--- src/logic/t8p_pkg.sv ---
// Package: register map, field layout and modes of the 8-bit PWM timer
package t8p_pkg;
  // Register byte offsets
  localparam logic [7:0] OFF_CTRL   = 8'h00;
  localparam logic [7:0] OFF_BOUND  = 8'h04;
  localparam logic [7:0] OFF_SCALE  = 8'h08;
  localparam logic [7:0] OFF_COUNT  = 8'h0c;
  localparam logic [7:0] OFF_STATUS = 8'h10;
  localparam logic [7:0] OFF_MASK   = 8'h14;
  // Reset values
  localparam logic [7:0] RST_CTRL   = 8'h00;
  localparam logic [7:0] RST_BOUND  = 8'h00;
  localparam logic [7:0] RST_SCALE  = 8'h00;
  localparam logic [7:0] RST_COUNT  = 8'h00;
  // Clock source codes in control bits 7..4
  localparam logic [3:0] SRC_STOP   = 4'h0;
  localparam logic [3:0] SRC_SYS    = 4'h1;
  localparam logic [3:0] SRC_EXT0   = 4'h2;
  localparam logic [3:0] SRC_EXT1   = 4'h3;
  // Output pin select codes in control bits 3..2
  localparam logic [1:0] PIN_FIRST  = 2'h2;
  localparam logic [1:0] PIN_SECOND = 2'h3;
  // Pre-scaler codes in scale bits 6..5
  localparam logic [1:0] PRE_DIV1   = 2'h0;
  localparam logic [1:0] PRE_DIV4   = 2'h1;
  localparam logic [1:0] PRE_DIV16  = 2'h2;
  localparam logic [1:0] PRE_DIV64  = 2'h3;
  // Counter tops in the two PWM resolutions
  localparam logic [7:0] TOP_PWM8   = 8'hff;
  localparam logic [7:0] TOP_PWM6   = 8'h3f;
  // AXI responses
  localparam logic [1:0] RESP_OKAY   = 2'h0;
  localparam logic [1:0] RESP_SLVERR = 2'h2;
  localparam int         MIN_ADDR_W  = 8;

  typedef enum logic [1:0] {
    MODE_PERIOD,
    MODE_PWM8,
    MODE_PWM6
  } t8p_mode_t;

  // Control register layout
  typedef struct packed {
    logic [3:0] src;
    logic [1:0] pin;
    logic       pwm;
    logic       rsvd;
  } t8p_ctrl_t;

  // Scale register layout
  typedef struct packed {
    logic       res6;
    logic [1:0] pre;
    logic [4:0] div;
  } t8p_scale_t;

  // One register write handed from the bus to the timer
  typedef struct packed {
    logic       en;
    logic [7:0] addr;
    logic [7:0] data;
  } t8p_wr_t;
endpackage

--- src/logic/t8p_timer.sv ---
// 8-bit PWM timer with pre-scaler, scaler, interrupt and AXI4-Lite registers
`timescale 1ns/1ps
`default_nettype none

module t8p_timer #(
  parameter int ADDR_W = 8
) (
  // Clock, reset, freeze
  input  wire logic              aclk,
  input  wire logic              aresetn,
  input  wire logic              clk_en,
  // AXI4-Lite write address and data
  input  wire logic              s_awvalid,
  output logic                   s_awready,
  input  wire logic [ADDR_W-1:0] s_awaddr,
  input  wire logic [2:0]        s_awprot,
  input  wire logic              s_wvalid,
  output logic                   s_wready,
  input  wire logic [31:0]       s_wdata,
  input  wire logic [3:0]        s_wstrb,
  // AXI4-Lite write response
  output logic                   s_bvalid,
  input  wire logic              s_bready,
  output logic [1:0]             s_bresp,
  // AXI4-Lite read
  input  wire logic              s_arvalid,
  output logic                   s_arready,
  input  wire logic [ADDR_W-1:0] s_araddr,
  input  wire logic [2:0]        s_arprot,
  output logic                   s_rvalid,
  input  wire logic              s_rready,
  output logic [31:0]            s_rdata,
  output logic [1:0]             s_rresp,
  // External clock source pins, asynchronous
  input  wire logic [1:0]        ext_clk_pins,
  // Waveform pins
  output logic                   first_output_pin,
  output logic                   first_output_pin_oe,
  output logic                   second_output_pin,
  output logic                   second_output_pin_oe,
  // Interrupt
  output logic                   irq
);

  // Elaboration check: the decoder reads address bits 7..2
  if (ADDR_W < t8p_pkg::MIN_ADDR_W) begin : g_addr_w_chk
    $error("ADDR_W too small for the register map");
  end

  // Register state
  t8p_pkg::t8p_ctrl_t  ctrl_q, ctrl_d;
  t8p_pkg::t8p_scale_t scale_q, scale_d;
  logic [7:0]          bound_q, bound_d;
  logic [7:0]          cnt_q, cnt_d;
  logic [5:0]          pre_q, pre_d;
  logic [4:0]          div_q, div_d;
  logic                wave_q, wave_d;
  logic                stat_q, stat_d;
  logic                mask_q, mask_d;
  // Bus state
  logic                aw_have_q, aw_have_d;
  logic                w_have_q, w_have_d;
  logic [7:0]          awaddr_q, awaddr_d;
  logic [7:0]          wdata_q, wdata_d;
  logic                wstrb0_q, wstrb0_d;
  logic                bvalid_q, bvalid_d;
  logic [1:0]          bresp_q, bresp_d;
  logic                rvalid_q, rvalid_d;
  logic [31:0]         rdata_q, rdata_d;
  logic [1:0]          rresp_q, rresp_d;
  // Synchronisers
  logic [1:0]          ext_s1_q, ext_s2_q, ext_s3_q;
  // Combinational helpers
  t8p_pkg::t8p_wr_t    wr;
  t8p_pkg::t8p_mode_t  mode;
  logic                src_tick, pre_hit, cnt_tick, at_top, bound_hit;
  logic [7:0]          top;
  logic [1:0]          ext_rise;

  // Decode a word-aligned byte address
  function automatic logic [7:0] word_addr(input logic [ADDR_W-1:0] a);
    word_addr = {a[7:2], 2'b00};
  endfunction

  function automatic logic mapped(input logic [7:0] a);
    mapped = (a == t8p_pkg::OFF_CTRL) || (a == t8p_pkg::OFF_BOUND) ||
             (a == t8p_pkg::OFF_SCALE) || (a == t8p_pkg::OFF_COUNT) ||
             (a == t8p_pkg::OFF_STATUS) || (a == t8p_pkg::OFF_MASK);
  endfunction

  // Ready only while clk_en is high, so a frozen slave never loses a beat
  assign s_awready = clk_en && !aw_have_q && !bvalid_q;
  assign s_wready  = clk_en && !w_have_q && !bvalid_q;
  assign s_arready = clk_en && !rvalid_q;
  assign s_bvalid  = bvalid_q;
  assign s_bresp   = bresp_q;
  assign s_rvalid  = rvalid_q;
  assign s_rdata   = rdata_q;
  assign s_rresp   = rresp_q;

  // Bus handshakes; address and data may come in either order
  always_comb begin
    logic       aw_ok;
    logic       w_ok;
    logic [7:0] ra;
    aw_ok     = aw_have_q || (s_awvalid && s_awready);
    w_ok      = w_have_q || (s_wvalid && s_wready);
    ra        = word_addr(s_araddr);
    aw_have_d = aw_have_q;
    w_have_d  = w_have_q;
    awaddr_d  = awaddr_q;
    wdata_d   = wdata_q;
    wstrb0_d  = wstrb0_q;
    bvalid_d  = bvalid_q;
    bresp_d   = bresp_q;
    rvalid_d  = rvalid_q;
    rdata_d   = rdata_q;
    rresp_d   = rresp_q;
    wr        = '0;
    if (s_awvalid && s_awready) begin
      aw_have_d = 1'b1;
      awaddr_d  = word_addr(s_awaddr);
    end
    if (s_wvalid && s_wready) begin
      w_have_d = 1'b1;
      wdata_d  = s_wdata[7:0];
      wstrb0_d = s_wstrb[0];
    end
    if (clk_en && aw_ok && w_ok && !bvalid_q) begin
      wr.addr   = aw_have_q ? awaddr_q : word_addr(s_awaddr);
      wr.data   = w_have_q ? wdata_q : s_wdata[7:0];
      wr.en     = (w_have_q ? wstrb0_q : s_wstrb[0]) && mapped(wr.addr);
      aw_have_d = 1'b0;
      w_have_d  = 1'b0;
      bvalid_d  = 1'b1;
      bresp_d   = mapped(wr.addr) ? t8p_pkg::RESP_OKAY : t8p_pkg::RESP_SLVERR;
    end else if (clk_en && bvalid_q && s_bready) begin
      bvalid_d = 1'b0;
    end
    if (s_arvalid && s_arready) begin
      rvalid_d = 1'b1;
      rresp_d  = mapped(ra) ? t8p_pkg::RESP_OKAY : t8p_pkg::RESP_SLVERR;
      rdata_d  = 32'h0000_0000;
      if (ra == t8p_pkg::OFF_CTRL) begin
        rdata_d[7:0] = ctrl_q;
      end else if (ra == t8p_pkg::OFF_BOUND) begin
        rdata_d[7:0] = bound_q;
      end else if (ra == t8p_pkg::OFF_SCALE) begin
        rdata_d[7:0] = scale_q;
      end else if (ra == t8p_pkg::OFF_COUNT) begin
        rdata_d[7:0] = cnt_q;
      end else if (ra == t8p_pkg::OFF_STATUS) begin
        rdata_d[0] = stat_q;
      end else if (ra == t8p_pkg::OFF_MASK) begin
        rdata_d[0] = mask_q;
      end
    end else if (clk_en && rvalid_q && s_rready) begin
      rvalid_d = 1'b0;
    end
  end

  // Bus registers
  always_ff @(posedge aclk) begin
    if (!aresetn) begin
      aw_have_q <= 1'b0;
      w_have_q  <= 1'b0;
      awaddr_q  <= 8'h00;
      wdata_q   <= 8'h00;
      wstrb0_q  <= 1'b0;
      bvalid_q  <= 1'b0;
      bresp_q   <= t8p_pkg::RESP_OKAY;
      rvalid_q  <= 1'b0;
      rdata_q   <= 32'h0000_0000;
      rresp_q   <= t8p_pkg::RESP_OKAY;
    end else if (clk_en) begin
      aw_have_q <= aw_have_d;
      w_have_q  <= w_have_d;
      awaddr_q  <= awaddr_d;
      wdata_q   <= wdata_d;
      wstrb0_q  <= wstrb0_d;
      bvalid_q  <= bvalid_d;
      bresp_q   <= bresp_d;
      rvalid_q  <= rvalid_d;
      rdata_q   <= rdata_d;
      rresp_q   <= rresp_d;
    end
  end

  // External source pins: two stages, then a third for edge detection
  always_ff @(posedge aclk) begin
    if (!aresetn) begin
      ext_s1_q <= 2'h0;
      ext_s2_q <= 2'h0;
      ext_s3_q <= 2'h0;
    end else if (clk_en) begin
      ext_s1_q <= ext_clk_pins;
      ext_s2_q <= ext_s1_q;
      ext_s3_q <= ext_s2_q;
    end
  end

  assign ext_rise = ext_s2_q & ~ext_s3_q;

  // Timer datapath and register writes
  always_comb begin
    // Mode from PWM enable and resolution bit
    if (!ctrl_q.pwm) begin
      mode = t8p_pkg::MODE_PERIOD;
    end else if (!scale_q.res6) begin
      mode = t8p_pkg::MODE_PWM8;
    end else begin
      mode = t8p_pkg::MODE_PWM6;
    end
    // Source select; stop and unused codes give no ticks
    case (ctrl_q.src)
      t8p_pkg::SRC_SYS:  src_tick = 1'b1;
      t8p_pkg::SRC_EXT0: src_tick = ext_rise[0];
      t8p_pkg::SRC_EXT1: src_tick = ext_rise[1];
      default:           src_tick = 1'b0;
    endcase
    // Free-running pre-scaler; masked all-ones marks the divided tick
    case (scale_q.pre)
      t8p_pkg::PRE_DIV1:  pre_hit = 1'b1;
      t8p_pkg::PRE_DIV4:  pre_hit = &pre_q[1:0];
      t8p_pkg::PRE_DIV16: pre_hit = &pre_q[3:0];
      default:            pre_hit = &pre_q[5:0];
    endcase
    pre_d    = src_tick ? pre_q + 6'h01 : pre_q;
    div_d    = div_q;
    cnt_tick = 1'b0;
    if (src_tick && pre_hit) begin
      if (div_q >= scale_q.div) begin
        div_d    = 5'h00;
        cnt_tick = 1'b1;
      end else begin
        div_d = div_q + 5'h01;
      end
    end
    // Wrap point: bound in period mode, full range in PWM
    case (mode)
      t8p_pkg::MODE_PERIOD: top = bound_q;
      t8p_pkg::MODE_PWM8:   top = t8p_pkg::TOP_PWM8;
      default:              top = t8p_pkg::TOP_PWM6;
    endcase
    // At or above the top also wraps, so a bound lowered mid-count recovers at once
    at_top    = cnt_q >= top;
    bound_hit = (mode == t8p_pkg::MODE_PWM6) ? (cnt_q[5:0] == bound_q[5:0]) : (cnt_q == bound_q);
    cnt_d     = cnt_q;
    wave_d    = wave_q;
    if (cnt_tick) begin
      cnt_d = at_top ? 8'h00 : cnt_q + 8'h01;
      case (mode)
        t8p_pkg::MODE_PERIOD: wave_d = at_top ? !wave_q : wave_q;
        t8p_pkg::MODE_PWM8:   wave_d = cnt_d <= bound_q;
        default:              wave_d = cnt_d[5:0] <= bound_q[5:0];
      endcase
    end
    ctrl_d  = ctrl_q;
    bound_d = bound_q;
    scale_d = scale_q;
    mask_d  = mask_q;
    stat_d  = stat_q;
    if (wr.en) begin
      if (wr.addr == t8p_pkg::OFF_CTRL) begin
        ctrl_d = wr.data;
      end else if (wr.addr == t8p_pkg::OFF_BOUND) begin
        bound_d = wr.data;
      end else if (wr.addr == t8p_pkg::OFF_SCALE) begin
        scale_d = wr.data;
      end else if (wr.addr == t8p_pkg::OFF_COUNT) begin
        cnt_d = wr.data;
      end else if (wr.addr == t8p_pkg::OFF_STATUS) begin
        stat_d = stat_q && !wr.data[0];
      end else if (wr.addr == t8p_pkg::OFF_MASK) begin
        mask_d = wr.data[0];
      end
    end
    // Set after clear, so an event in the clearing cycle survives
    if (cnt_tick && bound_hit) begin
      stat_d = 1'b1;
    end
  end

  // Timer registers
  always_ff @(posedge aclk) begin
    if (!aresetn) begin
      ctrl_q  <= t8p_pkg::RST_CTRL;
      bound_q <= t8p_pkg::RST_BOUND;
      scale_q <= t8p_pkg::RST_SCALE;
      cnt_q   <= t8p_pkg::RST_COUNT;
      pre_q   <= 6'h00;
      div_q   <= 5'h00;
      wave_q  <= 1'b0;
      stat_q  <= 1'b0;
      mask_q  <= 1'b0;
    end else if (clk_en) begin
      ctrl_q  <= ctrl_d;
      bound_q <= bound_d;
      scale_q <= scale_d;
      cnt_q   <= cnt_d;
      pre_q   <= pre_d;
      div_q   <= div_d;
      wave_q  <= wave_d;
      stat_q  <= stat_d;
      mask_q  <= mask_d;
    end
  end

  // Pin drive ignores the pin's own direction setting
  assign first_output_pin     = wave_q;
  assign second_output_pin    = wave_q;
  assign first_output_pin_oe  = ctrl_q.pin == t8p_pkg::PIN_FIRST;
  assign second_output_pin_oe = ctrl_q.pin == t8p_pkg::PIN_SECOND;
  assign irq                  = stat_q && mask_q;

endmodule

`default_nettype wire

--- config.mk ---
export PLATFORM = sky130hd
export DESIGN_NAME = t8p_timer
export DESIGN_NICKNAME = d
export VERILOG_FILES = /design/src/logic/t8p_pkg.sv /design/src/logic/t8p_timer.sv
export SDC_FILE = /design/constraint.sdc
export NUM_CORES = 1
export LEC_CHECK = 0
export ABC_CLOCK_PERIOD_IN_PS = 4540
export BUFFER_PORTS_ARGS = -buffer_cell sky130_fd_sc_hd__buf_2
export CAP_MARGIN = 15
export CORE_ASPECT_RATIO = 0.8
export CORE_MARGIN = 5
export CORE_UTILIZATION = 45
export DETAILED_ROUTE_END_ITERATION = 10
export PLACE_DENSITY = 0.76
export SYNTH_ARGS = -nofsm -noshare
export SYNTH_HDL_FRONTEND = slang
export SYNTH_SLANG_ARGS = --single-unit
--- constraint.sdc ---
create_clock -name aclk -period 4.54 [get_ports aclk]
set_input_delay 0.908 -clock aclk [delete_from_list [all_inputs] [get_ports aclk]]
set_output_delay 0.908 -clock aclk [all_outputs]
set_load 0.01 [all_outputs]
==> qor.csv, run 1 <==
metric;value;unit
FF-to-FF setup slack;0.97;ns
GRT Resource Usage Total;19.34;%
M3 GR Usage;4.064;%
outcome;completed;
cell count after synthesis;610;
fin area;5465;sq um
final period utilization;78.53;%
share of power burned in registers;44.2;%
Slew HR;43.05;%
Clk pwr share;44.7;%
max cap viols;0;
sequential cell area fraction in the yosys report;32.81;%
CP max FO;15;
cells on worst reg2reg path;11;
drt first-iter violations;364;
drt drc;0;
post-CTS setup buffers;0;
HP Start;wdata_q[5]$_SDFFE_PN0P_;
CTS Hold Bufs;0;
critical path arrival;3.81;ns
vias in the first global route;4264;
WP data required;4.78;ns
area growth from synthesis to layout;10.58;%
port bufs;50;
Avg Vias per Cell;5.739;
Worst setup SP type;register;
Final min period;3.565;ns
Placer Congestion;0.9254;
WHS Endpoint;wdata_q[5]$_SDFFE_PN0P_;
core area;10810;sq um
reg2reg start;ctrl_q[1]$_SDFFE_PN0P_;
Peak Freq;0.2805;GHz
#FFs+latches synth;81;
Net Sw Power;0.0004506;W
Post-synth ARST share;0;%
DP Area;5139;sq um
synth unique cells;64;
Pre-Repair DR Iteration Count;5;
syn avg cell area;8.102;sq um
H-tree levels;3;
clock slew seen by the registers of the worst setup and hold paths;0.07;ns
Setup Viol. Count Final;0;
Post-synth EDFFs;0;
total grt overflow;0;
total CTS buffers;9;
chip width;127.2;um
CP endpoint kind;register;
vias;4522;
Peak VDD IR;0.0002261;V
dpl hpwl;9392;um
final antenna diode count;0;
Hold Fails Final Rpt;0;
CP Class;register to register;
share of post-route cells with drive strength above 1;13.04;%
WHS Path Cells;2;
switching share of power;26.62;%
Pleak;2.079;nW
Die Y;103.7;um
num rows;34;
full die area;13190;sq um
clock skew;0.006434;ns
Pint;0.001242;W
TritonCTS clock tree;done;
WL/cell;16.44;um
RSZ-0062 raised after global routing;false;
Gate power share;11.1;%
I/O pins;114;
Clock Tree Root;clkbuf_16;
Pwr Density;309.7;nW/um^2
initial antenna violation count;0;
Slew @ Worst Pin;0.8505;ns
Main synth FF type;dfxtp_1;
CTS sink cnt;81;
Hold Crit Class;register to register;
Fin Setup TNS;0;ns
fin. max-slew vios;0;
post_cts resized;0;
gr busiest metal;met2;
mapped cell area;4942;sq um
Clock Path Buffers;2;
Routed Antenna Nets;0;
synth warn;0;
R2R Path End;first_output_pin$_SDFFE_PN0P_;
clk_lat worst skew;0.34;ns
DRT Wirelength;12960;um
largest net degree at the start of global routing;68;
routing usage on met1;26.70;%
grt met2 use;30.17;%
wire length of the first global-routing pass;21040;um
Initial Utilization;45.74;%
Final nets;731;
==> worst max-delay path by stage <==
stage | start | to | slack [ns] | depth (start not counted)
after floorplan | ctrl_q[1]$_SDFFE_PN0P_ | first_output_pin$_SDFFE_PN0P_ | 1.39 | 13
final | ctrl_q[1]$_SDFFE_PN0P_ | first_output_pin$_SDFFE_PN0P_ | 0.97 | 11
after global placement | ctrl_q[1]$_SDFFE_PN0P_ | first_output_pin$_SDFFE_PN0P_ | 1.10 | 11
after CTS | ctrl_q[1]$_SDFFE_PN0P_ | first_output_pin$_SDFFE_PN0P_ | 1.03 | 11
after detailed placement | ctrl_q[1]$_SDFFE_PN0P_ | first_output_pin$_SDFFE_PN0P_ | 1.08 | 11
after global routing | ctrl_q[1]$_SDFFE_PN0P_ | first_output_pin$_SDFFE_PN0P_ | 0.72 | 11
==> routing by layer <==
metal,vias up,wire length [um]
li1,2184,-
met1,2130,5932
met4,0,227
met5,-,0
met3,25,983
met2,183,5813
==> critical path: stages, from the launching register on <==
cell	delay [ns]
dfxtp_1	0.69
mux2_2	0.41
ha_1	0.27
nand2_1	0.06
nor3_1	0.44
a21o_1	0.36
nor2_1	0.09
ha_1	0.30
o21a_1	0.18
o32ai_1	0.25
a211oi_1	0.09
o41ai_1	0.34
==> power by group through the flow <==
stage	sequential, W	clock [W]	combinational [W]
2_1_floorplan	0.000758	0	0.000150
3_3_place_gp	0.000762	0	0.000177
3_5_place_dp	0.000764	0	0.000181
4_1_cts	0.000748	0.000767	0.000183
5_1_grt	0.000750	0.000802	0.000207
6_report	0.000748	0.000757	0.000188
==> state kept, by name, indices dropped and copies added (netlist names), 2 cells and up <==
name / cells
awaddr_q: 6
bound_q: 8
cnt_q: 8
ctrl_q: 8
div_q: 5
ext_s1_q: 2
ext_s2_q: 2
ext_s3_q: 2
pre_q: 6
s_rdata: 8
scale_q: 8
wdata_q: 8
==> layout make-up <==
cell class	count	area, sq um
fill	1042	5340
multi-input combinational	474	2997
sequential	81	1622
timing repair buffer	53	285.3
clock buffer	11	242.7
tap	144	180.2
inverter	20	75.07
clock inverter	5	63.81
==> Yosys cell counts (all sizes together) (2+ instances only) <==
cell type  instances  share of area [%]
a31oi              8                1.0
inv               19                1.4
mux2i             39                7.9
nand2b             2               0.25
nor3              10                1.1
a31o               3               0.53
nor2              77                5.8
a22oi              8                1.2
nor2b              8                1.0
or4                6               0.91
a2111oi            3               0.91
or3b               2               0.35
o211ai             2               0.30
buf               33                4.9
o21ai             37                3.7
nand3             20                2.1
and2              14                1.8
nor3b              2               0.41
o21a               3               0.46
nand2             52                4.0
o311ai             2               0.35
nor4               3               0.51
ha                24                6.1
xor2               7                1.2
o31ai              2               0.30
clkbuf            27                2.1
mux2               3               0.68
xnor2             12                2.1
o41ai              2               0.35
a211oi            13                2.0
nand4              7                1.2
a2bb2oi            7                1.2
dfxtp             81                 33
a221oi             2               0.35
a21oi             43                4.4
a21o               4               0.61
o221ai             5               0.89
or2                2               0.25
or3                3               0.38
o22ai              2               0.25
==> cell families after synthesis <==
| group | count (synthesis) | share of synthesized area (%) |
|---|---|---|
| other cells | 1 | 0.07588 |
| compound gates | 150 | 19.65 |
| xor+xnor | 19 | 3.367 |
| buf+inv | 80 | 8.455 |
| flops | 81 | 32.81 |
| simple gates | 213 | 20.99 |
| mux | 42 | 8.582 |
| fa+ha+maj | 24 | 6.076 |
==> cells in the final DEF, fill, tap and decap left out, drive strengths merged, types with 3 or more instances in the layout <==
master | synthesis | layout
dfxtp | 81 | 81
nor2 | 77 | 77
buf | 33 | 53
nand2 | 52 | 52
a21oi | 43 | 43
mux2i | 39 | 39
o21ai | 37 | 37
conb | 1 | 26
ha | 24 | 24
nand3 | 20 | 20
inv | 19 | 20
and2 | 14 | 14
a211oi | 13 | 13
xnor2 | 12 | 12
clkbuf | 27 | 11
nor3 | 10 | 10
nor2b | 8 | 8
a22oi | 8 | 8
a31oi | 8 | 8
xor2 | 7 | 7
a2bb2oi | 7 | 7
nand4 | 7 | 7
or4 | 6 | 6
o221ai | 5 | 5
a21o | 4 | 4
clkinv | 1 | 4
mux2 | 3 | 3
or3 | 3 | 3
a31o | 3 | 3
o21a | 3 | 3
a2111oi | 3 | 3
nor4 | 3 | 3
==> per-stage QoR <==
step | total power (W) | util [%] | worst slack [ns] | std cells | hold WS, ns
finish | 0.001693 | 50.58 | 0.9748 | 788 | 0.4525
global route | 0.001759 | 50.58 | 0.7198 | 788 | 0.4740
CTS | 0.001698 | 50.39 | 1.034 | 787 | 0.4548
detailed placement | 0.0009451 | 47.56 | 1.080 | 771 | 0.4461
global placement | 0.0009399 | 47.56 | 1.101 | 771 | 0.4402
floorplan | 0.0009080 | - | 1.392 | 635 | 0.4329
No activity file was read; power rests on OpenSTA's default activity.
==> run 2: changes to the inputs <==
Settings changed: ABC_CLOCK_PERIOD_IN_PS 4540 to 3200, PLACE_DENSITY 0.76 to 0.78.
Clock period 4.54 ns to 3.2 ns, I/O delays scaled along.
==> run 2 against run 1 <==
  * Combinational power up 55%
  * Utilization up 1.2 points
  * Critical path depth up 1
  * Die area unchanged
  * Fmax up 17%
  * Setup slack worse by 0.83 ns
  * Design area up 2.4%
  * Wire length up 4.2%
  * Sequential power up 40%
  * Global-route usage up 1.1 points
==> qor.csv, run 2 (same netlist as run 1, synthesis figures left out) <==
metric;value;unit
commonest non-fill, non-tap cell in the layout;dfxtp_1;
drt drc;0;
DR WL met2;6267;um
GRT Resource Usage Total;20.44;%
port bufs;50;
total CTS buffers;9;
clock skew;0.003163;ns
TritonCTS clock tree;done;
Filler cells;1014;
Final nets;748;
drt first-iter violations;382;
Die Y;103.7;um
Slew HR;49.07;%
Worst setup SP type;register;
fin. max-slew vios;0;
CP endpoint kind;register;
dpl hpwl;9982;um
vias;4637;
outcome;completed;
Routed Antenna Nets;0;
Initial Utilization;45.74;%
CP Class;register to register;
Placer Congestion;0.9677;
critical path arrival;3.30;ns
CP max FO;7;
DRT Wirelength;13500;um
Slew @ Worst Pin;0.7581;ns
wire length of the first global-routing pass;22180;um
WHS Path Cells;2;
Pwr Density;430.2;nW/um^2
Final min period;3.057;ns
I/O pins;114;
area growth from synthesis to layout;13.22;%
CTS sink cnt;81;
cells on worst reg2reg path;12;
Hold Crit Class;register to register;
most frequent cells in the layout;80 x dfxtp_1, 77 x nor2_1, 51 x nand2_1;
Avg Vias per Cell;5.767;
total grt overflow;0;
hold_ws;0.4558;ns
clock slew seen by the registers of the worst setup and hold paths;0.06;ns
WL/cell;16.79;um
Design Power;0.002407;W
initial antenna violation count;0;
Clock Tree Root;clkbuf_16;
H-tree levels;3;
full die area;13190;sq um
Met3 Wirelength;1218;um
Hold Fails Final Rpt;0;
top layer reached by signal wires;met4;
num rows;34;
Clock Path Buffers;2;
final period utilization;95.55;%
max cap viols;0;
WP data required;3.44;ns
share of post-route cells with drive strength above 1;15.91;%
vias in the first global route;4470;
Pre-Repair DR Iteration Count;7;
final antenna diode count;0;
chip width;127.2;um
Setup Viol. Count Final;0;
clk_lat worst skew;0.34;ns
Peak VDD IR;0.0003475;V
Pleak;2.154;nW
core area;10810;sq um
wl on met1;5762;um
largest net degree at the start of global routing;30;
Peak Freq;0.3271;GHz
run 2: repair_timing:
| item | CTS | global route |
|---|---|---|
| hold buffers | 0 | 0 |
| setup buffers | 0 | 2 |
| gates resized for setup | 1 | 5 |
| setup endpoints to repair | 1 | 1 |
| pin swaps | 0 | 1 |
run 2: critical path: stages, from the launching register on:
cell and delay [ns]:
dfxtp_4 0.38, or2_2 0.30, ha_1 0.28, nor3b_1 0.26, o21ai_2 0.16, a21oi_1 0.24
and2_1 0.17, ha_1 0.23, nor2b_1 0.13, o21a_1 0.17, o21ai_0 0.20, a211oi_1 0.11
o41ai_1 0.32
run 2: per-stage QoR:
step           instance area, sq um  util [%]  cells  setup TNS, ns  setup slack, ns
2_1_floorplan                  5036         -    635              0          0.05220
4_1_cts                        5564     51.49    802              0          0.07892
5_1_grt                        5595     51.78    804       -0.02860         -0.02860
3_5_place_dp                   5259     48.67    787      -0.002304        -0.002304
6_report                       5595     51.78    804              0           0.1425
3_3_place_gp                   5259     48.67    787              0           0.1023
run 2: path summary, 6_finish.rpt:
| check | startpoint | to | slack [ns] |
|---|---|---|---|
| worst min-delay path | wstrb0_q$_SDFFE_PN0P_ | wstrb0_q$_SDFFE_PN0P_ | 0.46 |
| worst min register to register | wstrb0_q$_SDFFE_PN0P_ | wstrb0_q$_SDFFE_PN0P_ | 0.46 |
| worst max register to register | ctrl_q[1]$_SDFFE_PN0P_ | first_output_pin$_SDFFE_PN0P_ | 0.14 |
| worst max-delay path | ctrl_q[1]$_SDFFE_PN0P_ | first_output_pin$_SDFFE_PN0P_ | 0.14 |
run 2: metal layers:
metal | vias up | track usage (%)
met4 | 0 | 5.590
li1 | 2217 | -
met5 | - | 0
met2 | 220 | 32.10
met1 | 2174 | 27.96
met3 | 26 | 4.990
run 2: layout make-up:
| cell class | instances | area, sq um | share of cell area, % |
|---|---|---|---|
| tap | 144 | 180.2 | 3.220 |
| multi-input combinational | 474 | 3010 | 53.80 |
| clock inverter | 5 | 65.06 | 1.163 |
| clock buffer | 10 | 239.0 | 4.271 |
| sequential | 81 | 1625 | 29.05 |
| inverter | 20 | 75.07 | 1.342 |
| timing repair buffer | 70 | 400.4 | 7.156 |
run 2: power breakdown:
group	switching, W	internal (W)
clock	0.000434	0.000628
combinational	0.000186	0.000107
sequential	0.0000192	0.00103
